File: config.mk
export PLATFORM = sky130hd
export DESIGN_NAME = prgca_counter_array
export DESIGN_NICKNAME = d
export VERILOG_FILES = /design/src/prgca_pkg.sv /design/src/prgca_counter_array.sv
export SDC_FILE = /design/constraint.sdc
export NUM_CORES = 1
export LEC_CHECK = 0
export ABC_CLOCK_PERIOD_IN_PS = 3600
export BUFFER_PORTS_ARGS = -buffer_cell sky130_fd_sc_hd__buf_2
export CORE_MARGIN = 4
export CORE_UTILIZATION = 45
export CTS_CLUSTER_DIAMETER = 60
export CTS_CLUSTER_SIZE = 40
export DETAILED_ROUTE_END_ITERATION = 8
export PLACE_DENSITY = 0.71
export SLEW_MARGIN = 5
export SYNTH_ARGS = -nofsm -noshare
export SYNTH_HDL_FRONTEND = slang
export SYNTH_SLANG_ARGS = --single-unit
File: constraint.sdc
create_clock -name core_clk -period 3.6 [get_ports core_clk]
set_clock_uncertainty 0.15 [all_clocks]
set_input_delay 0.54 -clock core_clk [delete_from_list [all_inputs] [get_ports core_clk]]
set_output_delay 0.54 -clock core_clk [all_outputs]
set_load 0.1 [all_outputs]
File: src/prgca_pkg.sv
// Function
// - One shared 16-bit counter for five modules
// - Each module owns one pin, all modes
// - Two-bit field selects the count source
// - Idle-stop bit halts counting in idle
// - Watchdog enable gates module 4 watchdog
// - Overflow sets flag bit 7, gated interrupt
// - Overflow flag cleared by software only
// - Run bit 6 starts and stops counter
// - Bits 0-4 are sticky module event flags
// - Mode bit 0 enables module interrupt
// - Mode bit 1 enables PWM output
// - Mode bit 2 toggles pin on match
// - Mode bit 3 sets flag on match
// - Mode bits 4/5 capture falling/rising edges
// - Mode bit 6 enables the comparator
// - Value register captures, compares or sets duty
package prgca_pkg;

  // ==========================================================
  // Sizes
  localparam int NUM_MOD = 5;
  localparam int WDOG_MOD = 4;

  // ==========================================================
  // Register byte offsets on the bus
  localparam logic [7:0] OFS_ARRAY_MODE = 8'h00;
  localparam logic [7:0] OFS_RUN_FLAGS = 8'h04;
  localparam logic [7:0] OFS_EVT_STATUS = 8'h08;
  localparam logic [7:0] OFS_EVT_CLEAR = 8'h0C;
  localparam logic [7:0] OFS_EVT_ENABLE = 8'h10;
  localparam logic [7:0] OFS_COUNTER = 8'h14;
  localparam logic [7:0] OFS_MOD_MODE_BASE = 8'h20;
  localparam logic [7:0] OFS_MOD_VALUE_BASE = 8'h40;

  // ==========================================================
  // Array mode control fields
  localparam int MODE_IDLE_STOP_BIT = 7;
  localparam int MODE_WDOG_EN_BIT = 6;
  localparam int MODE_SRC_HI_BIT = 2;
  localparam int MODE_SRC_LO_BIT = 1;
  localparam int MODE_OVF_IE_BIT = 0;

  // Run and flags fields
  localparam int RUN_OVF_FLAG_BIT = 7;
  localparam int RUN_CTRL_BIT = 6;

  // Module mode control fields
  localparam int MM_IRQ_EN_BIT = 0;
  localparam int MM_PWM_BIT = 1;
  localparam int MM_TOGGLE_BIT = 2;
  localparam int MM_MATCH_FLAG_BIT = 3;
  localparam int MM_CAP_FALL_BIT = 4;
  localparam int MM_CAP_RISE_BIT = 5;
  localparam int MM_COMP_EN_BIT = 6;

  // Status layout: bits 0-4 module events, bit 5 overflow
  localparam int STAT_OVF_BIT = 5;

  // ==========================================================
  // Count sources
  localparam logic [1:0] SRC_DIV12 = 2'h0;
  localparam logic [1:0] SRC_DIV4 = 2'h1;
  localparam logic [1:0] SRC_TIMER0 = 2'h2;
  localparam logic [1:0] SRC_EXT = 2'h3;
  localparam logic [3:0] DIV12_LAST = 4'hB;
  localparam logic [1:0] DIV4_LAST = 2'h3;

  // ==========================================================
  // Reset values
  localparam logic [7:0] RST_MODE = 8'h00;
  localparam logic [15:0] RST_VALUE = 16'h0000;

  // ==========================================================
  // Bus handshake states
  typedef enum logic [1:0] {
    BUS_IDLE = 2'b01,
    BUS_ACK = 2'b10
  } prgca_bus_t;

  // ==========================================================
  // Whole block state
  typedef struct packed {
    prgca_bus_t bus;
    logic [31:0] rdata;
    logic [7:0] arrMode;
    logic run;
    logic ovfFlag;
    logic [NUM_MOD-1:0] evtFlag;
    logic [NUM_MOD:0] irqEn;
    logic [15:0] count;
    logic [3:0] div12Cnt;
    logic [1:0] div4Cnt;
    logic [1:0] eciSync;
    logic eciPrev;
    logic [NUM_MOD-1:0] pinSync1;
    logic [NUM_MOD-1:0] pinSync2;
    logic [NUM_MOD-1:0] pinPrev;
    logic [NUM_MOD-1:0][7:0] modMode;
    logic [NUM_MOD-1:0][15:0] modValue;
    logic [NUM_MOD-1:0] pinOut;
    logic wdogRst;
    logic irq;
  } prgca_state_t;

endpackage : prgca_pkg

File: src/prgca_counter_array.sv
// The implementer's own choices: the Avalon-MM slave port and the placing of the registers.
`timescale 1ns/100ps
module prgca_counter_array
  import prgca_pkg::*;
(
  input wire logic core_clk,
  input wire logic arst_n,
  input wire logic [7:0] avs_address,
  input wire logic avs_read,
  input wire logic avs_write,
  input wire logic [31:0] avs_writedata,
  input wire logic [3:0] avs_byteenable,
  output logic [31:0] avs_readdata,
  output logic avs_waitrequest,
  input wire logic idleMode,
  input wire logic timer0Overflow,
  input wire logic externalCountInput,
  input wire logic [NUM_MOD-1:0] modulePinIn,
  output logic [NUM_MOD-1:0] modulePinOut,
  output logic [NUM_MOD-1:0] modulePinOe,
  output logic watchdogReset,
  output logic irq
);

  // ==========================================================
  // State
  prgca_state_t st_r; // Registered state
  prgca_state_t st_nxt; // Next state
  logic busReq; // Any request present
  logic accept; // Request completes this edge
  logic wrHit; // Write completes this edge
  logic tick12; // Oscillator over 12
  logic tick4; // Oscillator over 4
  logic eciFall; // External count edge
  logic srcTick; // Selected source pulse
  logic halted; // Idle stop in force
  logic inc; // Counter steps this edge
  logic [15:0] cntNext; // Counter plus one
  logic ovf; // Counter wraps this edge
  logic cntWr; // Software writes the counter
  logic flagWr; // Software touches flag bits
  logic [NUM_MOD-1:0] capVec; // Capture events
  logic [NUM_MOD-1:0] matchVec; // Compare events
  logic [NUM_MOD-1:0] evtSet; // Flag set requests
  logic [NUM_MOD:0] gateVec; // Per-source interrupt gates

  // ==========================================================
  // Slot decode for per-module register banks
  function automatic logic [3:0] slotOf(input logic [7:0] addr, input logic [7:0] base);
    logic hit;
    hit = (addr[7:5] == base[7:5]) && (addr[1:0] == 2'h0) && (addr[4:2] < 3'h5);
    return {hit, addr[4:2]};
  endfunction : slotOf

  // ==========================================================
  // Outputs
  assign avs_readdata = st_r.rdata;
  // One wait cycle, then the answer; a new request restarts
  assign busReq = avs_read | avs_write;
  assign avs_waitrequest = busReq & (st_r.bus != BUS_ACK);
  assign accept = busReq & (st_r.bus == BUS_ACK);
  assign wrHit = accept & avs_write;
  assign modulePinOut = st_r.pinOut;
  assign watchdogReset = st_r.wdogRst;
  assign irq = st_r.irq;

  // Drive the pin whenever a mode owns it as an output
  always_comb
  begin
    for (int i = 0; i < NUM_MOD; i++)
    begin
      modulePinOe[i] = st_r.modMode[i][MM_TOGGLE_BIT] | st_r.modMode[i][MM_PWM_BIT];
    end
  end

  // ==========================================================
  // Next-state logic
  always_comb
  begin
    logic [3:0] slot;
    logic [7:0] mm;
    logic rise;
    logic fall;
    slot = 4'h0;
    mm = 8'h00;
    rise = 1'b0;
    fall = 1'b0;
    st_nxt = st_r;
    capVec = '0;
    matchVec = '0;
    evtSet = '0;
    cntWr = 1'b0;
    flagWr = 1'b0;

    // Bus handshake; illegal codes fall back to idle
    unique case (st_r.bus)
      BUS_IDLE:
      begin
        if (busReq)
        begin
          st_nxt.bus = BUS_ACK;
        end
      end
      BUS_ACK:
      begin
        st_nxt.bus = BUS_IDLE;
      end
      default:
      begin
        st_nxt.bus = BUS_IDLE;
      end
    endcase

    // Read data latched while waiting; unmapped reads give zero
    if ((st_r.bus == BUS_IDLE) && avs_read)
    begin
      st_nxt.rdata = 32'h0000_0000;
      case (avs_address)
        OFS_ARRAY_MODE: st_nxt.rdata[7:0] = st_r.arrMode;
        OFS_RUN_FLAGS: st_nxt.rdata[7:0] = {st_r.ovfFlag, st_r.run, 1'b0, st_r.evtFlag};
        OFS_EVT_STATUS: st_nxt.rdata[NUM_MOD:0] = {st_r.ovfFlag, st_r.evtFlag};
        OFS_EVT_ENABLE: st_nxt.rdata[NUM_MOD:0] = st_r.irqEn;
        OFS_COUNTER: st_nxt.rdata[15:0] = st_r.count;
        default:
        begin
          slot = slotOf(avs_address, OFS_MOD_MODE_BASE);
          if (slot[3])
          begin
            st_nxt.rdata[7:0] = st_r.modMode[slot[2:0]];
          end
          slot = slotOf(avs_address, OFS_MOD_VALUE_BASE);
          if (slot[3])
          begin
            st_nxt.rdata[15:0] = st_r.modValue[slot[2:0]];
          end
        end
      endcase
    end

    // Prescalers run freely so the source phase is unaffected by run
    tick12 = (st_r.div12Cnt == DIV12_LAST);
    tick4 = (st_r.div4Cnt == DIV4_LAST);
    st_nxt.div12Cnt = tick12 ? 4'h0 : st_r.div12Cnt + 4'h1;
    st_nxt.div4Cnt = st_r.div4Cnt + 2'h1;

    // External count pin: two-stage sync, falling edge counts
    st_nxt.eciSync = {st_r.eciSync[0], externalCountInput};
    st_nxt.eciPrev = st_r.eciSync[1];
    eciFall = st_r.eciPrev & ~st_r.eciSync[1];

    // Source select
    unique case ({st_r.arrMode[MODE_SRC_HI_BIT], st_r.arrMode[MODE_SRC_LO_BIT]})
      SRC_DIV12: srcTick = tick12;
      SRC_DIV4: srcTick = tick4;
      SRC_TIMER0: srcTick = timer0Overflow;
      SRC_EXT: srcTick = eciFall;
    endcase

    halted = st_r.arrMode[MODE_IDLE_STOP_BIT] & idleMode;
    inc = st_r.run & ~halted & srcTick;
    cntNext = st_r.count + 16'h0001;
    ovf = inc & (st_r.count == 16'hFFFF);
    if (inc)
    begin
      st_nxt.count = cntNext;
    end

    // Capture pins: sync, then edge from the second stage only
    st_nxt.pinSync1 = modulePinIn;
    st_nxt.pinSync2 = st_r.pinSync1;
    st_nxt.pinPrev = st_r.pinSync2;

    // Per-module compare, capture, toggle and PWM
    for (int i = 0; i < NUM_MOD; i++)
    begin
      mm = st_r.modMode[i];
      rise = st_r.pinSync2[i] & ~st_r.pinPrev[i];
      fall = st_r.pinPrev[i] & ~st_r.pinSync2[i];
      capVec[i] = (mm[MM_CAP_RISE_BIT] & rise) | (mm[MM_CAP_FALL_BIT] & fall);
      // Compared against the value the counter steps to, only on a step
      matchVec[i] = inc & mm[MM_COMP_EN_BIT] & ~mm[MM_PWM_BIT]
        & (cntNext == st_r.modValue[i]);
      if (capVec[i])
      begin
        st_nxt.modValue[i] = st_r.count;
      end
      evtSet[i] = capVec[i] | (matchVec[i] & mm[MM_MATCH_FLAG_BIT]);
      if (matchVec[i] & mm[MM_TOGGLE_BIT])
      begin
        st_nxt.pinOut[i] = ~st_r.pinOut[i];
      end
      if (mm[MM_PWM_BIT] & mm[MM_COMP_EN_BIT])
      begin
        // Duty byte reloads from the high byte at each low-byte wrap
        if (inc && (st_r.count[7:0] == 8'hFF))
        begin
          st_nxt.modValue[i][7:0] = st_r.modValue[i][15:8];
        end
      end
    end

    // Watchdog pulse on a module 4 match when enabled
    st_nxt.wdogRst = st_r.arrMode[MODE_WDOG_EN_BIT] & matchVec[WDOG_MOD];

    // Software writes, applied before hardware sets so sets win
    if (wrHit)
    begin
      case (avs_address)
        OFS_ARRAY_MODE:
        begin
          if (avs_byteenable[0])
          begin
            st_nxt.arrMode = avs_writedata[7:0];
          end
        end
        OFS_RUN_FLAGS:
        begin
          if (avs_byteenable[0])
          begin
            flagWr = 1'b1;
            st_nxt.run = avs_writedata[RUN_CTRL_BIT];
            st_nxt.ovfFlag = avs_writedata[RUN_OVF_FLAG_BIT];
            st_nxt.evtFlag = avs_writedata[NUM_MOD-1:0];
          end
        end
        OFS_EVT_CLEAR:
        begin
          if (avs_byteenable[0])
          begin
            flagWr = 1'b1;
            st_nxt.ovfFlag = st_r.ovfFlag & ~avs_writedata[STAT_OVF_BIT];
            st_nxt.evtFlag = st_r.evtFlag & ~avs_writedata[NUM_MOD-1:0];
          end
        end
        OFS_EVT_ENABLE:
        begin
          if (avs_byteenable[0])
          begin
            st_nxt.irqEn = avs_writedata[NUM_MOD:0];
          end
        end
        OFS_COUNTER:
        begin
          cntWr = avs_byteenable[0] | avs_byteenable[1];
          if (avs_byteenable[0])
          begin
            st_nxt.count[7:0] = avs_writedata[7:0];
          end
          if (avs_byteenable[1])
          begin
            st_nxt.count[15:8] = avs_writedata[15:8];
          end
        end
        default:
        begin
          slot = slotOf(avs_address, OFS_MOD_MODE_BASE);
          if (slot[3] && avs_byteenable[0])
          begin
            st_nxt.modMode[slot[2:0]] = avs_writedata[7:0];
          end
          slot = slotOf(avs_address, OFS_MOD_VALUE_BASE);
          if (slot[3])
          begin
            if (avs_byteenable[0])
            begin
              st_nxt.modValue[slot[2:0]][7:0] = avs_writedata[7:0];
            end
            if (avs_byteenable[1])
            begin
              st_nxt.modValue[slot[2:0]][15:8] = avs_writedata[15:8];
            end
          end
        end
      endcase
    end

    // Hardware sets, never clears
    st_nxt.ovfFlag = st_nxt.ovfFlag | ovf;
    st_nxt.evtFlag = st_nxt.evtFlag | evtSet;

    // PWM level follows the next counter and duty byte
    for (int i = 0; i < NUM_MOD; i++)
    begin
      if (st_nxt.modMode[i][MM_PWM_BIT] & st_nxt.modMode[i][MM_COMP_EN_BIT])
      begin
        st_nxt.pinOut[i] = (st_nxt.count[7:0] >= st_nxt.modValue[i][7:0]);
      end
      gateVec[i] = st_nxt.modMode[i][MM_IRQ_EN_BIT];
    end
    gateVec[STAT_OVF_BIT] = st_nxt.arrMode[MODE_OVF_IE_BIT];

    // Interrupt: status, enable register and per-source gate all needed
    st_nxt.irq = |({st_nxt.ovfFlag, st_nxt.evtFlag} & st_nxt.irqEn & gateVec);
  end

  // ==========================================================
  // State register
  always_ff @(posedge core_clk or negedge arst_n)
  begin
    if (!arst_n)
    begin
      st_r <= '0;
      st_r.bus <= BUS_IDLE;
      st_r.arrMode <= RST_MODE;
      st_r.count <= RST_VALUE;
    end
    else
    begin
      st_r <= st_nxt;
    end
  end
endmodule : prgca_counter_array

== After elaboration in Yosys (flattened, before gate mapping) ==
Cells that the tools add are included.

* Bits in registers: 206
* Output and inout port bits: 45
* Input port bits: 56
* Logic and storage cells: 275

* Equal/unequal tests: 23
* Reduce and logical (&&, ||, !) cells: 23
* Bitwise logic cells: 111
* Magnitude comparators: 8
* Add/sub/neg operators: 3
* Muxes and demuxes: 69

{| class="wikitable"
|+ Operators by type and width
! operator !! number
|-
| 2-to-1 mux 80 bit || 6
|-
| 2-to-1 mux 119 bit || 2
|-
| bitwise mux 80 bit || 2
|-
| 2-to-1 mux 16 bit || 10
|-
| 2-to-1 mux 8 bit || 16
|-
| demux 16 bit (select 3 bit) || 2
|-
| == test 16 bit || 5
|-
| AND 1 bit || 65
|-
| binary-select mux 16 bit (select 3 bit) || 1
|-
| bitwise mux 40 bit || 1
|-
| >= comparator 8 bit || 5
|-
| 2-to-1 mux 39 bit || 1
|-
| 2-to-1 mux 30 bit || 1
|-
| one-hot mux 6 bit (5 select lines) || 1
|-
| binary-select mux 8 bit (select 3 bit) || 1
|-
| demux 8 bit (select 3 bit) || 1
|-
| NOT 1 bit || 24
|-
| 2-to-1 mux 6 bit || 3
|-
| bitwise OR 1 bit || 17
|-
| adder 16 x 1 -> 16 bit (second input constant) || 1
|-
| == test 16 bit (second input constant) || 1
|-
| == test 8 x 4 -> 1 bit (second input constant) || 2
|-
| == test 8 x 5 -> 1 bit (second input constant) || 2
|-
| one-hot mux 8 bit (2 select lines) || 1
|-
| 33 further kinds || 66
|}

== Longest topological paths before layout ==
Gate-level depths: netlist (run 1).

* Word-level depth: 19
* Gate-level depth with buffers: 19
* Depth with buffers taken out: 18

== Worst setup path after synthesis (run 1) ==
OpenSTA, ideal clock, no wires.

* Path type: input -> register
* Start: input avs_address[1]
* End: register st_r (netlist bit modulePinOut[0])
* Data arrival time: 3978 ps
* Slack: -653 ps
* Path buffers: 3
* Library setup time: 125 ps
* Data required time: 3325 ps
* Cell stages on the path: 16
* Cell sequence: or4_1 > nor2_1 > and3_1 > clkbuf_1 > and2_1 > clkbuf_1 > clkbuf_1 > o21ai_0 > ha_1 > a21o_1 > a21o_1 > a21o_1 > a21o_1 > a211oi_1 > o21bai_1 > mux2_2

{| class="wikitable"
|+ RTL lines
! element !! line !! RTL
|-
| from (decl) || prgca_counter_array.sv:8 || <nowiki>input wire logic [7:0] avs_address,</nowiki>
|-
| to (signal assigned) || prgca_counter_array.sv:309 || <nowiki>st_r <= st_nxt;</nowiki>
|-
| to (decl) || prgca_counter_array.sv:27 || <nowiki>prgca_state_t st_r;</nowiki>
|}

== Worst setup path after layout (run 1) ==
* Start: register st_r[147] (netlist bit)
* End: register st_r (netlist bit modulePinOut[1])

* Word-level cells in the longest chain between the ends: 18
* Elaborated cells between the ends (all ways): 27
* Those cells by class: 1 x order compare; 1 x eq/ne; 18 x mux; 5 x bitwise; 2 x reduce/logical

{| class="wikitable"
|+ RTL lines
! element !! line !! RTL
|-
| == test 4 bit * || prgca_counter_array.sv:141 || <nowiki>tick12 = (st_r.div12Cnt == DIV12_LAST);</nowiki>
|-
| one-hot mux 1 bit (4 select lines) * || prgca_counter_array.sv:152 || <nowiki>unique case ({st_r.arrMode[MODE_SRC_HI_BIT], st_r.arrMode[MODE_SRC_LO_BIT]})</nowiki>
|-
| AND 1 bit * || prgca_counter_array.sv:160 || <nowiki>inc = st_r.run & ~halted & srcTick;</nowiki>
|-
| logical AND 1 bit || prgca_counter_array.sv:195 || <nowiki>if (inc && (st_r.count[7:0] == 8'hFF))</nowiki>
|-
| 2-to-1 mux 8 bit || prgca_counter_array.sv:195 ||
|-
| 2-to-1 mux 8 bit || prgca_counter_array.sv:192 || <nowiki>if (mm[MM_PWM_BIT] & mm[MM_COMP_EN_BIT])</nowiki>
|-
| bitwise mux 80 bit || prgca_counter_array.sv:266 || <nowiki>st_nxt.modValue[slot[2:0]][7:0] = avs_writedata[7:0];</nowiki>
|-
| 2-to-1 mux 80 bit || prgca_counter_array.sv:264 || <nowiki>if (avs_byteenable[0])</nowiki>
|-
| [... 2 more ...] || - ||
|-
| 2-to-1 mux 80 bit || prgca_counter_array.sv:206 || <nowiki>if (wrHit)</nowiki>
|-
| bitwise mux 80 bit || prgca_counter_array.sv:270 || <nowiki>st_nxt.modValue[slot[2:0]][15:8] = avs_writedata[15:8];</nowiki>
|-
| 2-to-1 mux 80 bit || prgca_counter_array.sv:268 || <nowiki>if (avs_byteenable[1])</nowiki>
|-
| 2-to-1 mux 80 bit || prgca_counter_array.sv:262 || <nowiki>if (slot[3])</nowiki>
|-
| 2-to-1 mux 119 bit || prgca_counter_array.sv:208 || <nowiki>case (avs_address)</nowiki>
|-
| 2-to-1 mux 119 bit || prgca_counter_array.sv:206 ||
|-
| >= comparator 8 bit || prgca_counter_array.sv:286 || <nowiki>st_nxt.pinOut[i] = (st_nxt.count[7:0] >= st_nxt.modValue[i][7:0]);</nowiki>
|-
| 2-to-1 mux 1 bit || prgca_counter_array.sv:284 || <nowiki>if (st_nxt.modMode[i][MM_PWM_BIT] & st_nxt.modMode[i][MM_COMP_EN_BIT])</nowiki>
|}

Mark *: on every way between the ends. The rest lies on a longest branch, timed or not. The select of a mux whose other input is x is not followed.
A chain may end at the register's enable or synchronous reset.

==> load_flow_metrics.sql, run 1 <==
INSERT INTO impl_metrics (metric_group, metric, value, unit) VALUES
('synthesis', 'post_synth_and_or_nand_nor_area_fraction', '17.4', '%'),
('global_routing', 'initial_antenna_violation_count', '1', ''),
('timing', 'maxSlewHeadroom', '49.2', '%'),
('final_layout', 'area.growth.synth_to_final', '19.0', '%'),
('timing', 'setup_viol_count_final', '4', ''),
('global_routing', 'grt-ovfl-total', '0', ''),
('synthesis', 'synth.top_cells.by_area', 'sky130_fd_sc_hd__dfrtp_1 36%, sky130_fd_sc_hd__mux2_2 7.4%, sky130_fd_sc_hd__nor2_1 4.7%', ''),
('floorplanning', 'io_pins', '101', ''),
('place', 'finalWeightedCongestion', '1.04', ''),
('setup_path', 'worstPathMaxFanout', '5', ''),
('synthesis', 'synth-seq-cells', '206', ''),
('clock_network', 'tritoncts.num_buffers', '22', ''),
('timing', 'finalHoldViolations', '0', ''),
('setup_path', 'startpoint', 'st_r[147]', ''),
('clock_network', 'clock-sinks', '206', ''),
('final_layout', 'drive_above_1_share', '26.5', '%'),
('global_routing', 'grt_start_max_net_pins', '90', ''),
('place', 'dpl.hpwl', '40600', 'um'),
('setup_path', 'worst-endpoint-arrival', '3.97', 'ns'),
('floorplanning', 'chipHeight', '186', 'um'),
('setup_path', 'setup.worst_path.end_class', 'register', ''),
('detailed_routing', 'first_pass_iters', '5', ''),
('synthesis', 'yosys.area_share.adder', '3.76', '%'),
('timing', 'max_slew.worst_pin.slew', '0.757', 'ns'),
('place', 'worst_setup_slack_before_clock_tree_synthesis', '-0.457', 'ns'),
('status', 'outcome', 'finished with violations', ''),
('clock_network', 'worst_skew_pair.late_latency', '0.55', 'ns'),
('global_routing', 'grt_pass1_wl', '80500', 'um'),
('detailed_routing', 'drtIter0Drc', '1650', ''),
('floorplanning', 'floorplan.die_area', '34800', 'um^2'),
('power', 'finalPower', '0.00677', 'W'),
('synthesis', 'synth-warning-count', '0', ''),
('power', 'vdd_ir_drop_max', '0.000353', 'V'),
('place', 'buffer_ports.inserted', '66', ''),
('synthesis', 'seq_area_frac_synth', '36.0', '%'),
('floorplanning', 'row_count', '65', ''),
('global_routing', 'number_of_global_route_vias_before_repair', '12700', ''),
('synthesis', 'synth_most_common_cell', 'sky130_fd_sc_hd__dfrtp_1', ''),
('setup_path', 'critPathLaunchType', 'register', ''),
('setup_path', 'critical-path-max-stage-delay', '0.38', 'ns'),
('setup_path', 'worstReg2RegStart', 'st_r[147]', ''),
('synthesis', 'main_combinational_cell_family_by_area_after_synthesis', 'simple AND/OR/NAND/NOR gates', ''),
('final_layout', 'fin_nets', '1783', ''),
('timing', 'fin_tns_setup', '-0.284', 'ns'),
('setup_path', 'rr_endpoint', 'modulePinOut[1]', ''),
('setup_path', 'timing.reg2reg.setup_slack', '-0.09', 'ns'),
('detailed_routing', 'drt_drc_violations_left', '0', ''),
('synthesis', 'synth_area_per_cell', '9.32', 'um^2'),
('detailed_routing', 'antenna_violating_nets_post_route', '0', ''),
('synthesis', 'synth_mux_area_share', '14.6', '%'),
('power', 'static_leak', '7.48', 'nW'),
('synthesis', 'synthesis.instances', '1537', ''),
('clock_network', 'path_clk_slew', '0.09', 'ns'),
('synthesis', 'ys_types', '83', ''),
('setup_path', 'timing.critical_path.cells', 'ha_2 > nand3b_1 > o21ai_1 > buf_4 > nand2_4 > nor3_4 > buf_4 > buf_6 > and3_4 > buf_6 > nor2_1 > o31a_1 > ha_1 > nor2b_4 > o21ai_2 > a21oi_1 > o211ai_1 > nand2_1 > mux2_4', ''),
('status', 'violations', 'setup timing', ''),
('floorplanning', 'die_w', '186', 'um'),
('timing', 'grt_setup_unrepaired', 'true', ''),
('detailed_routing', 'totalWireLength', '53700', 'um'),
('min_path', 'worstHoldPathType', 'primary input to register', ''),
('synthesis', 'synth_top_flop_cell', 'sky130_fd_sc_hd__dfrtp_1', ''),
('detailed_routing', 'via_per_inst', '6.16', ''),
('clock_network', 'cts_max_level', '1', ''),
('timing', 'postLayoutSetupSlackWorst', '-0.0874', 'ns'),
('synthesis', 'synthTopCellsByCount', '205 x sky130_fd_sc_hd__dfrtp_1, 179 x sky130_fd_sc_hd__nor2_1, 138 x sky130_fd_sc_hd__nand2_1', ''),
('power', 'cellPowerDensity', '397', 'nW/um^2'),
('detailed_routing', 'routedWlPerCell', '25.5', 'um'),
('setup_path', 'critical-path-slowest-cell', 'sky130_fd_sc_hd__dfrtp_1', ''),
('synthesis', 'post_synth_xor_area_fraction', '7.91', '%'),
('floorplanning', 'core_area', '31500', 'um^2'),
('detailed_routing', 'routed-via-count', '13000', '');
layout by cell type (no fill, tap or decap), types with 16 or more instances in the layout:
cell / netlist / layout
sky130_fd_sc_hd__dfrtp_1: 205 / 205
sky130_fd_sc_hd__nor2_1: 179 / 178
sky130_fd_sc_hd__buf_4: 41 / 158
sky130_fd_sc_hd__nand2_1: 138 / 135
sky130_fd_sc_hd__mux2_2: 94 / 93
sky130_fd_sc_hd__a21oi_1: 91 / 87
sky130_fd_sc_hd__mux2i_1: 65 / 65
sky130_fd_sc_hd__buf_2: 14 / 65
sky130_fd_sc_hd__o21ai_0: 81 / 62
sky130_fd_sc_hd__inv_1: 54 / 54
sky130_fd_sc_hd__xnor2_1: 54 / 54
sky130_fd_sc_hd__ha_1: 43 / 40
sky130_fd_sc_hd__xor2_1: 34 / 34
sky130_fd_sc_hd__nand3_1: 29 / 24
sky130_fd_sc_hd__clkbuf_16: 0 / 23
sky130_fd_sc_hd__o31a_1: 20 / 20
sky130_fd_sc_hd__nor3_1: 19 / 18
sky130_fd_sc_hd__nor2b_1: 19 / 18
sky130_fd_sc_hd__mux4_2: 17 / 17
sky130_fd_sc_hd__conb_1: 1 / 16
routing by layer:
layer	vias to the layer above	global-route usage [%]	share of wire, %
met5	-	0	0
met4	0	12.2	4.9
met3	151	7.13	12
met2	829	45.4	43
met1	6265	41.4	40
li1	5711	-	-
per-stage QoR:
step                      utilization (%)  std cells  cell area, um^2  hold slack (ns)
after CTS                            53.6       2095            16900           0.0637
after detailed placement             50.3       2045            15800            0.186
after global placement               50.3       2045            15800            0.183
final                                54.2       2103            17100           0.0710
after floorplan                         -       1552            14500           0.0944
after global routing                 54.2       2101            17000            0.100
layout make-up:
cell class / count / area (um^2)
clock buffers: 26 / 597
multi-input cells: 1162 / 8670
diodes: 2 / 5.00
fillers: 2829 / 14400
inverters: 55 / 206
flip-flops and latches: 206 / 5160
repair buffers: 237 / 1680
clock inverters: 13 / 236
well taps: 402 / 503
worst min path at each step:
stage | end | slack (ns) | depth (start not counted)
3_3_place_gp | st_nxt[142] | 0.18 | 0
6_report | st_r[220] | 0.07 | 2
3_5_place_dp | st_nxt[130] | 0.19 | 0
2_1_floorplan | avs_readdata[0] | 0.09 | 0
5_1_grt | st_r[220] | 0.10 | 2
4_1_cts | st_r[220] | 0.06 | 2
state kept, by name, indices dropped and copies added (netlist names):
register / cells
modulePinOut: 5
watchdogReset: 1
st_nxt: 12
avs_readdata: 16
st_r: 171
irq: 1
logic make-up after synthesis:
logic type,count (synthesis)
buf+inv,184
simple gates,504
xor+xnor,104
other cells,1
flops,206
fa+ha+maj,43
compound gates,319
mux,176
worst max-delay path, delay by kind of cell (launching register included):
kind / cells / cell delay, ns
mux: 1 / 0.27
simple gates: 7 / 0.93
flops: 1 / 0.38
fa+ha+maj: 2 / 0.48
buf+inv: 4 / 0.56
compound gates: 5 / 0.81
power by group:
group	internal (W)	switching, W
Combinational	0.000454	0.00104
Clock	0.00143	0.00120
Sequential	0.00246	0.000188
timing repair:
item                                   CTS  global route
setup buffers                            4             7
hold buffers                             7             0
endpoints found under the hold margin   91             0
setup endpoints to repair                5             7
resized for setup                       35            30
pin swaps                               17            24
(Power assumes the default switching activity.)
==> run 2, diff against run 1 <==
--- a/config.mk
+++ b/config.mk
@@ -12,7 +12,6 @@
 export CTS_CLUSTER_DIAMETER = 60
 export CTS_CLUSTER_SIZE = 40
 export DETAILED_ROUTE_END_ITERATION = 8
-export PLACE_DENSITY = 0.71
 export SLEW_MARGIN = 5
 export SYNTH_ARGS = -nofsm -noshare
 export SYNTH_HDL_FRONTEND = slang
==> run 2 against run 1 <==
The flow still finishes with violations (setup timing). Wire length grew 2.1%. Non-clock buffer count shrank 3. Core utilization shrank 0.33 points. Sequential share of layout area grew 0.19 points. Worst hold slack lost 0.0028 ns. Via count shrank 0.88%. Count of clock-buffer cells in the layout shrank 1. Cell area shrank 0.62%. Critical path type unchanged. Largest cell class unchanged.
==> load_flow_metrics.sql, run 2 (synthesis gave the netlist of run 1 again) <==
INSERT INTO impl_metrics (metric_group, metric, value, unit) VALUES
('place', 'finalWeightedCongestion', '1.01', ''),
('global_routing', 'grt_pass1_wl', '82200', 'um'),
('detailed_routing', 'routedWlPerCell', '26.1', 'um'),
('floorplanning', 'floorplan.die_area', '34800', 'um^2'),
('global_routing', 'initial_antenna_violation_count', '1', ''),
('setup_path', 'setup.worst_path.end_class', 'register', ''),
('floorplanning', 'core_area', '31500', 'um^2'),
('clock_network', 'worst_skew_pair.late_latency', '0.54', 'ns'),
('clock_network', 'cts_max_level', '1', ''),
('global_routing', 'grt_start_max_net_pins', '106', ''),
('timing', 'max_slew.worst_pin.slew', '0.865', 'ns'),
('floorplanning', 'chipHeight', '186', 'um'),
('timing', 'layout_min_cycle_time', '3.62', 'ns'),
('clock_network', 'cts.root.buffer_cell', 'sky130_fd_sc_hd__clkbuf_16', ''),
('timing', 'final.period_utilization', '100', '%'),
('place', 'buffer_ports.inserted', '66', ''),
('final_layout', 'most_frequent_standard_cell_in_the_layout_excluding_fill_and_tap_cells', 'sky130_fd_sc_hd__dfrtp_1', ''),
('power', 'cellPowerDensity', '399', 'nW/um^2'),
('detailed_routing', 'routed-via-count', '12800', ''),
('floorplanning', 'floorplan.initialDensity', '45.5', '%'),
('global_routing', 'grt-ovfl-total', '0', ''),
('timing', 'maxSlewHeadroom', '42.4', '%'),
('detailed_routing', 'first_pass_iters', '6', ''),
('detailed_routing', 'via_per_inst', '6.11', ''),
('final_layout', 'fin_nets', '1782', ''),
('final_layout', 'final-instance-count-excl-fill', '2102', ''),
('detailed_routing', 'drt_drc_violations_left', '0', ''),
('place', 'placedCellCount', '2049', ''),
('final_layout', 'n_antenna_cell', '0', ''),
('timing', 'count_of_final_max_slew_check_failures', '0', ''),
('place', 'dpl.hpwl', '41300', 'um'),
('status', 'violations', 'setup timing', ''),
('clock_network', 'buffers_from_clock_root_to_sink_at_most', '3', ''),
('detailed_routing', 'totalWireLength', '54800', 'um'),
('clock_network', 'tritoncts.num_buffers', '24', ''),
('final_layout', 'layout.cells.most_common_list', '205 x sky130_fd_sc_hd__dfrtp_1, 177 x sky130_fd_sc_hd__nor2_1, 156 x sky130_fd_sc_hd__buf_4', ''),
('setup_path', 'criticalPathCategory', 'register to register', ''),
('setup_path', 'worst_ep_required_time', '3.88', 'ns'),
('power', 'static_leak', '7.45', 'nW'),
('clock_network', 'path_clk_slew', '0.07', 'ns'),
('detailed_routing', 'drtIter0Drc', '1589', ''),
('final_layout', 'top_register', 'st_r', ''),
('timing', 'grt_setup_unrepaired', 'true', ''),
('final_layout', 'layout.core_utilization', '53.8', '%'),
('power', 'vdd_ir_drop_max', '0.000339', 'V'),
('floorplanning', 'io_pins', '101', ''),
('timing', 'setup_viol_count_final', '1', ''),
('clock_network', 'clock-sinks', '206', ''),
('job', 'maxCapViolCount', '0', ''),
('timing', 'finalHoldViolations', '0', ''),
('global_routing', 'globalRouteTotalUtil', '30.8', '%'),
('floorplanning', 'die_w', '186', 'um'),
('power', 'finalPower', '0.00677', 'W'),
('setup_path', 'critPathLaunchType', 'register', ''),
('setup_path', 'worst-endpoint-arrival', '3.90', 'ns'),
('detailed_routing', 'antenna_violating_nets_post_route', '0', ''),
('min_path', 'worstHoldPathType', 'primary input to register', ''),
('timing', 'fmax', '277', 'MHz'),
('final_layout', 'area.growth.synth_to_final', '18.3', '%'),
('timing', 'postLayoutSetupSlackWorst', '-0.0162', 'ns'),
('floorplanning', 'row_count', '65', ''),
('timing', 'fin_tns_setup', '-0.0162', 'ns'),
('clock_network', 'tritoncts', 'done', ''),
('final_layout', 'drive_above_1_share', '25.8', '%'),
('setup_path', 'worstPathMaxFanout', '3', ''),
('global_routing', 'number_of_global_route_vias_before_repair', '12300', ''),
('status', 'outcome', 'finished with violations', ''),
('final_layout', 'largest_reg_flops', '171', '');
-- run 2: routing by layer --
layer  GRT usage (%)  wire length, um  up-vias
li1                -                -     5737
met1            46.8            23900     6265
met2            46.5            23700      737
met3            3.87             5310      101
met4            8.67             1860        2
met5               0               16        -
-- run 2: critical path, cell delays in order, from the launching register on --
cell and delay [ns]:
sky130_fd_sc_hd__dfrtp_1 0.43, sky130_fd_sc_hd__and3b_1 0.21, sky130_fd_sc_hd__o311a_4 0.40, sky130_fd_sc_hd__buf_4 0.16, sky130_fd_sc_hd__and2_1 0.17, sky130_fd_sc_hd__xnor2_1 0.13
sky130_fd_sc_hd__o21a_1 0.23, sky130_fd_sc_hd__ha_1 0.30, sky130_fd_sc_hd__nand2b_1 0.14, sky130_fd_sc_hd__a21o_1 0.16, sky130_fd_sc_hd__a21o_1 0.15, sky130_fd_sc_hd__a21o_1 0.14
sky130_fd_sc_hd__a21o_1 0.16, sky130_fd_sc_hd__a211oi_2 0.18, sky130_fd_sc_hd__o21bai_1 0.11, sky130_fd_sc_hd__mux2_4 0.28
-- run 2: layout make-up --
class,count,area [um^2]
Clock buffer,25,604
Clock inverter,18,253
Fill cell,2946,14500
Inverter,55,206
Multi-Input combinational cell,1162,8560
Sequential cell,206,5160
Tap cell,402,503
Timing Repair Buffer,234,1660
-- run 2: report_power, final --
part | total, W | switching, W | internal, W | leakage, nW
Combinational | 0.00146 | 0.00104 | 0.000428 | 4.47
Clock | 0.00266 | 0.00116 | 0.00150 | 0.424
Sequential | 0.00265 | 0.000189 | 0.00246 | 2.56
Total | 0.00677 | 0.00238 | 0.00438 | 7.45
-- run 2: through the flow --
stage	cell area, um^2	hold WS, ns	setup WS [ns]
2_1_floorplan	14500	0.0944	-0.158
3_3_place_gp	15900	0.182	-0.308
3_5_place_dp	15900	0.185	-0.381
4_1_cts	16900	0.0527	-0.0514
5_1_grt	16900	0.0834	-0.211
6_report	16900	0.0682	-0.0162
-- run 2: path summary, 6_finish.rpt --
check	startpoint	endpoint	slack [ns]	cells past startpoint
setup / recovery	st_r[181]	modulePinOut[0]	-0.02	15
hold / removal	avs_read	st_r[220]	0.07	2
setup reg to reg	st_r[181]	modulePinOut[0]	-0.02	15
hold reg to reg	st_nxt[133]	st_nxt[128]	0.20	0
max in group asynchronous	arst_n	st_r[53]	1.97	3
min in group asynchronous	arst_n	st_r[149]	0.48	2
-- run 2: what timing repair did --
action                     CTS  global route
hold buffers                 7             0
setup buffers                2             2
resized for setup           25            12
hold endpoints to repair    90             0
pin swaps                    3            11
setup endpoints to repair    5             5
==> run 3, diff against run 2 <==
--- a/config.mk
+++ b/config.mk
@@ -7,6 +7,7 @@
 export LEC_CHECK = 0
 export ABC_CLOCK_PERIOD_IN_PS = 3600
 export BUFFER_PORTS_ARGS = -buffer_cell sky130_fd_sc_hd__buf_2
+export CORE_ASPECT_RATIO = 1.25
 export CORE_MARGIN = 4
 export CORE_UTILIZATION = 45
 export CTS_CLUSTER_DIAMETER = 60
==> run 3 against run 2 <==
Critical path type unchanged. The run still ends with setup timing left. Sequential power barely moved. Non-clock buffer count up 35. Wire length is 3.7% higher. Worst hold slack better by 0.018 ns.
==> load_flow_metrics.sql, run 3 (synthesis gave the netlist of run 1 again) <==
INSERT INTO impl_metrics (metric_group, metric, value, unit) VALUES
('floorplanning', 'chipHeight', '207', 'um'),
('detailed_routing', 'drt_drc_violations_left', '0', ''),
('global_routing', 'grt_pass1_wl', '83700', 'um'),
('floorplanning', 'die_w', '168', 'um'),
('final_layout', 'final_design_area_no_fill', '17400', 'um^2'),
('timing', 'fmax', '275', 'MHz'),
('setup_path', 'total_stage_count_of_the_critical_path', '20', ''),
('setup_path', 'critical-path-max-stage-delay', '0.36', 'ns'),
('min_path', 'worstHoldPathType', 'primary input to register', ''),
('timing', 'postLayoutSetupSlackWorst', '-0.0302', 'ns'),
('timing', 'setup_viol_count_final', '2', ''),
('detailed_routing', 'routed-via-count', '12900', ''),
('power', 'cellPowerDensity', '390', 'nW/um^2'),
('timing', 'count_of_final_max_slew_check_failures', '0', ''),
('global_routing', 'grt_start_max_net_pins', '77', ''),
('clock_network', 'path_clk_slew', '0.08', 'ns'),
('status', 'outcome', 'finished with violations', ''),
('setup_path', 'timing.critical_path.max_delay_family', 'compound AO/OA/AOI/OAI gates', ''),
('status', 'violations', 'setup timing', ''),
('detailed_routing', 'first_pass_iters', '6', ''),
('setup_path', 'critical-path-slowest-cell', 'sky130_fd_sc_hd__dfrtp_1', ''),
('power', 'power_report.internal_total', '0.00435', 'W'),
('final_layout', 'top_register', 'st_r', ''),
('final_layout', 'most_frequent_standard_cell_in_the_layout_excluding_fill_and_tap_cells', 'sky130_fd_sc_hd__dfrtp_1', ''),
('setup_path', 'criticalPathCategory', 'register to register', ''),
('setup_path', 'cp.buffers_inverters', '2', ''),
('detailed_routing', 'totalWireLength', '56800', 'um'),
('final_layout', 'area.growth.synth_to_final', '21.8', '%'),
('power', 'comb_power_share', '21.9', '%'),
('floorplanning', 'row_count', '72', ''),
('detailed_routing', 'antenna_violating_nets_post_route', '0', ''),
('setup_path', 'worstPathMaxFanout', '4', ''),
('floorplanning', 'floorplan.initialDensity', '46.0', '%'),
('clock_network', 'cts.root.buffer_cell', 'sky130_fd_sc_hd__clkbuf_16', ''),
('setup_path', 'worst_ep_required_time', '3.86', 'ns'),
('timing', 'hold_ws', '0.0864', 'ns'),
('setup_path', 'r2r.worst_path.cells', '20', ''),
('power', 'power_switching_share', '36.0', '%'),
('power', 'seq_power_share', '39.0', '%'),
('setup_path', 'setup.worst_path.end_class', 'register', ''),
('power', 'static_leak', '7.66', 'nW'),
('power', 'vdd_ir_drop_max', '0.000482', 'V'),
('global_routing', 'globalRouteTotalUtil', '31.8', '%'),
('detailed_routing', 'drtIter0Drc', '1187', ''),
('timing', 'finalHoldViolations', '0', ''),
('place', 'placedInstanceArea', '16000', 'um^2'),
('floorplanning', 'floorplan.die_area', '34800', 'um^2'),
('clock_network', 'cts_max_level', '1', ''),
('clock_network', 'buffers_from_clock_root_to_sink_at_most', '3', ''),
('final_layout', 'largest_reg_flops', '171', ''),
('final_layout', 'drive_above_1_share', '28.4', '%'),
('power', 'p_switching', '0.00245', 'W'),
('clock_network', 'worst_skew_pair.late_latency', '0.53', 'ns'),
('timing', 'final.period_utilization', '101', '%'),
('final_layout', 'layout.cells.most_common_list', '205 x sky130_fd_sc_hd__dfrtp_1, 180 x sky130_fd_sc_hd__buf_4, 173 x sky130_fd_sc_hd__nor2_1', ''),
('job', 'maxCapViolCount', '0', ''),
('clock_network', 'tritoncts.num_buffers', '22', ''),
('place', 'worst_setup_slack_before_clock_tree_synthesis', '-0.342', 'ns'),
('clock_network', 'tritoncts', 'done', ''),
('detailed_routing', 'via_per_inst', '6.04', ''),
('global_routing', 'initial_antenna_violation_count', '1', ''),
('timing', 'max_slew.worst_pin.slew', '0.858', 'ns'),
('place', 'finalWeightedCongestion', '1.01', ''),
('setup_path', 'worst-endpoint-arrival', '3.89', 'ns'),
('global_routing', 'number_of_global_route_vias_before_repair', '12800', ''),
('setup_path', 'critPathLaunchType', 'register', ''),
('setup_path', 'timing.critical_path.cells', 'ha_2 > nand3b_1 > o21ai_1 > buf_4 > nand2_4 > nor3_4 > buf_6 > nand3_2 > nand2_1 > o21ai_0 > o21ai_1 > ha_1 > nand2b_1 > a21o_1 > a21o_1 > a21o_1 > a21o_1 > a211oi_2 > o21bai_1 > mux2_4', ''),
('timing', 'grt_setup_unrepaired', 'true', ''),
('floorplanning', 'io_pins', '101', ''),
('global_routing', 'grt-ovfl-total', '0', ''),
('power', 'pwr-share-clk', '39.0', '%'),
('floorplanning', 'core_area', '31200', 'um^2'),
('detailed_routing', 'routedWlPerCell', '26.5', 'um'),
('timing', 'layout_min_cycle_time', '3.63', 'ns'),
('timing', 'maxSlewHeadroom', '42.8', '%'),
('place', 'buffer_ports.inserted', '66', ''),
('min_path', 'min_delay_path_depth', '2', ''),
('setup_path', 'cp_common_cell', 'sky130_fd_sc_hd__a21o_1', ''),
('clock_network', 'clock-sinks', '206', ''),
('final_layout', 'fin_nets', '1815', ''),
('place', 'dpl.hpwl', '43600', 'um');
==> run 3: changes by cell type in the layout (fill, tap and decap cells not counted), sizes merged <==
cell	before	now
buf	227	262
clkinv	10	6
clkbuf	25	23
clkinvlp	0	1
bufinv	3	2
inv	60	63
diode	0	1
==> run 3: repair_timing <==
| action | 4_1_cts | 5_1_grt |
|---|---|---|
| setup buffers | 10 | 19 |
| setup endpoints to repair | 5 | 6 |
| pin swaps | 11 | 49 |
| gates cloned | 1 | 0 |
| resized for setup | 26 | 53 |
| hold buffers | 7 | 0 |
| endpoints found under the hold margin | 78 | 0 |
==> run 3: cell type report <==
cell class | instances | area (um^2)
fillers | 2838 | 13700
multi-input cells | 1162 | 8700
clock inverters | 17 | 284
well taps | 407 | 509
clock buffers | 23 | 576
flip-flops and latches | 206 | 5160
repair buffers | 269 | 2010
inverters | 55 | 206
diodes | 1 | 2.50
==> run 3: per-stage QoR <==
step,instances,power (W),utilization (%),setup TNS [ns]
6_report,2140,0.00680,56.0,-0.0585
5_1_grt,2139,0.00703,56.0,-0.956
4_1_cts,2122,0.00680,54.8,-0.273
3_5_place_dp,2064,0.00412,51.3,-1.36
3_3_place_gp,2064,0.00410,51.3,-1.23
2_1_floorplan,1552,0.00372,-,-0.158
==> run 3: worst paths after layout <==
kind | start | end | slack [ns]
max | st_r[148] | modulePinOut[0] | -0.03
min | avs_read | st_r[220] | 0.09
max reg2reg | st_r[148] | modulePinOut[0] | -0.03
min reg2reg | st_nxt[133] | st_nxt[128] | 0.21
max in group asynchronous | arst_n | st_r[220] | 1.90
min in group asynchronous | arst_n | st_r[107] | 0.40
==> run 3: metal layers <==
metal	GRT usage, %	wire [um]	vias up
met5	0	0	-
met4	20.7	4830	0
met3	4.11	3870	201
met2	51.5	26400	655
met1	40.0	21700	6276
li1	-	-	5795
==> run 3: power groups by stage <==
stage | clock network, W | logic, W | registers [W]
2_1_floorplan | 0 | 0.00113 | 0.00259
3_3_place_gp | 0 | 0.00142 | 0.00268
3_5_place_dp | 0 | 0.00143 | 0.00269
4_1_cts | 0.00270 | 0.00145 | 0.00265
5_1_grt | 0.00279 | 0.00158 | 0.00266
6_report | 0.00265 | 0.00149 | 0.00265
==> run 3: worst reg2reg max path: cells and delay by family, from the launching register on <==
kind	cells	cell delay, ns
simple gates	6	0.66
compound gates	9	1.31
fa+ha+maj	2	0.44
buf+inv	2	0.33
flops	1	0.36
mux	1	0.27
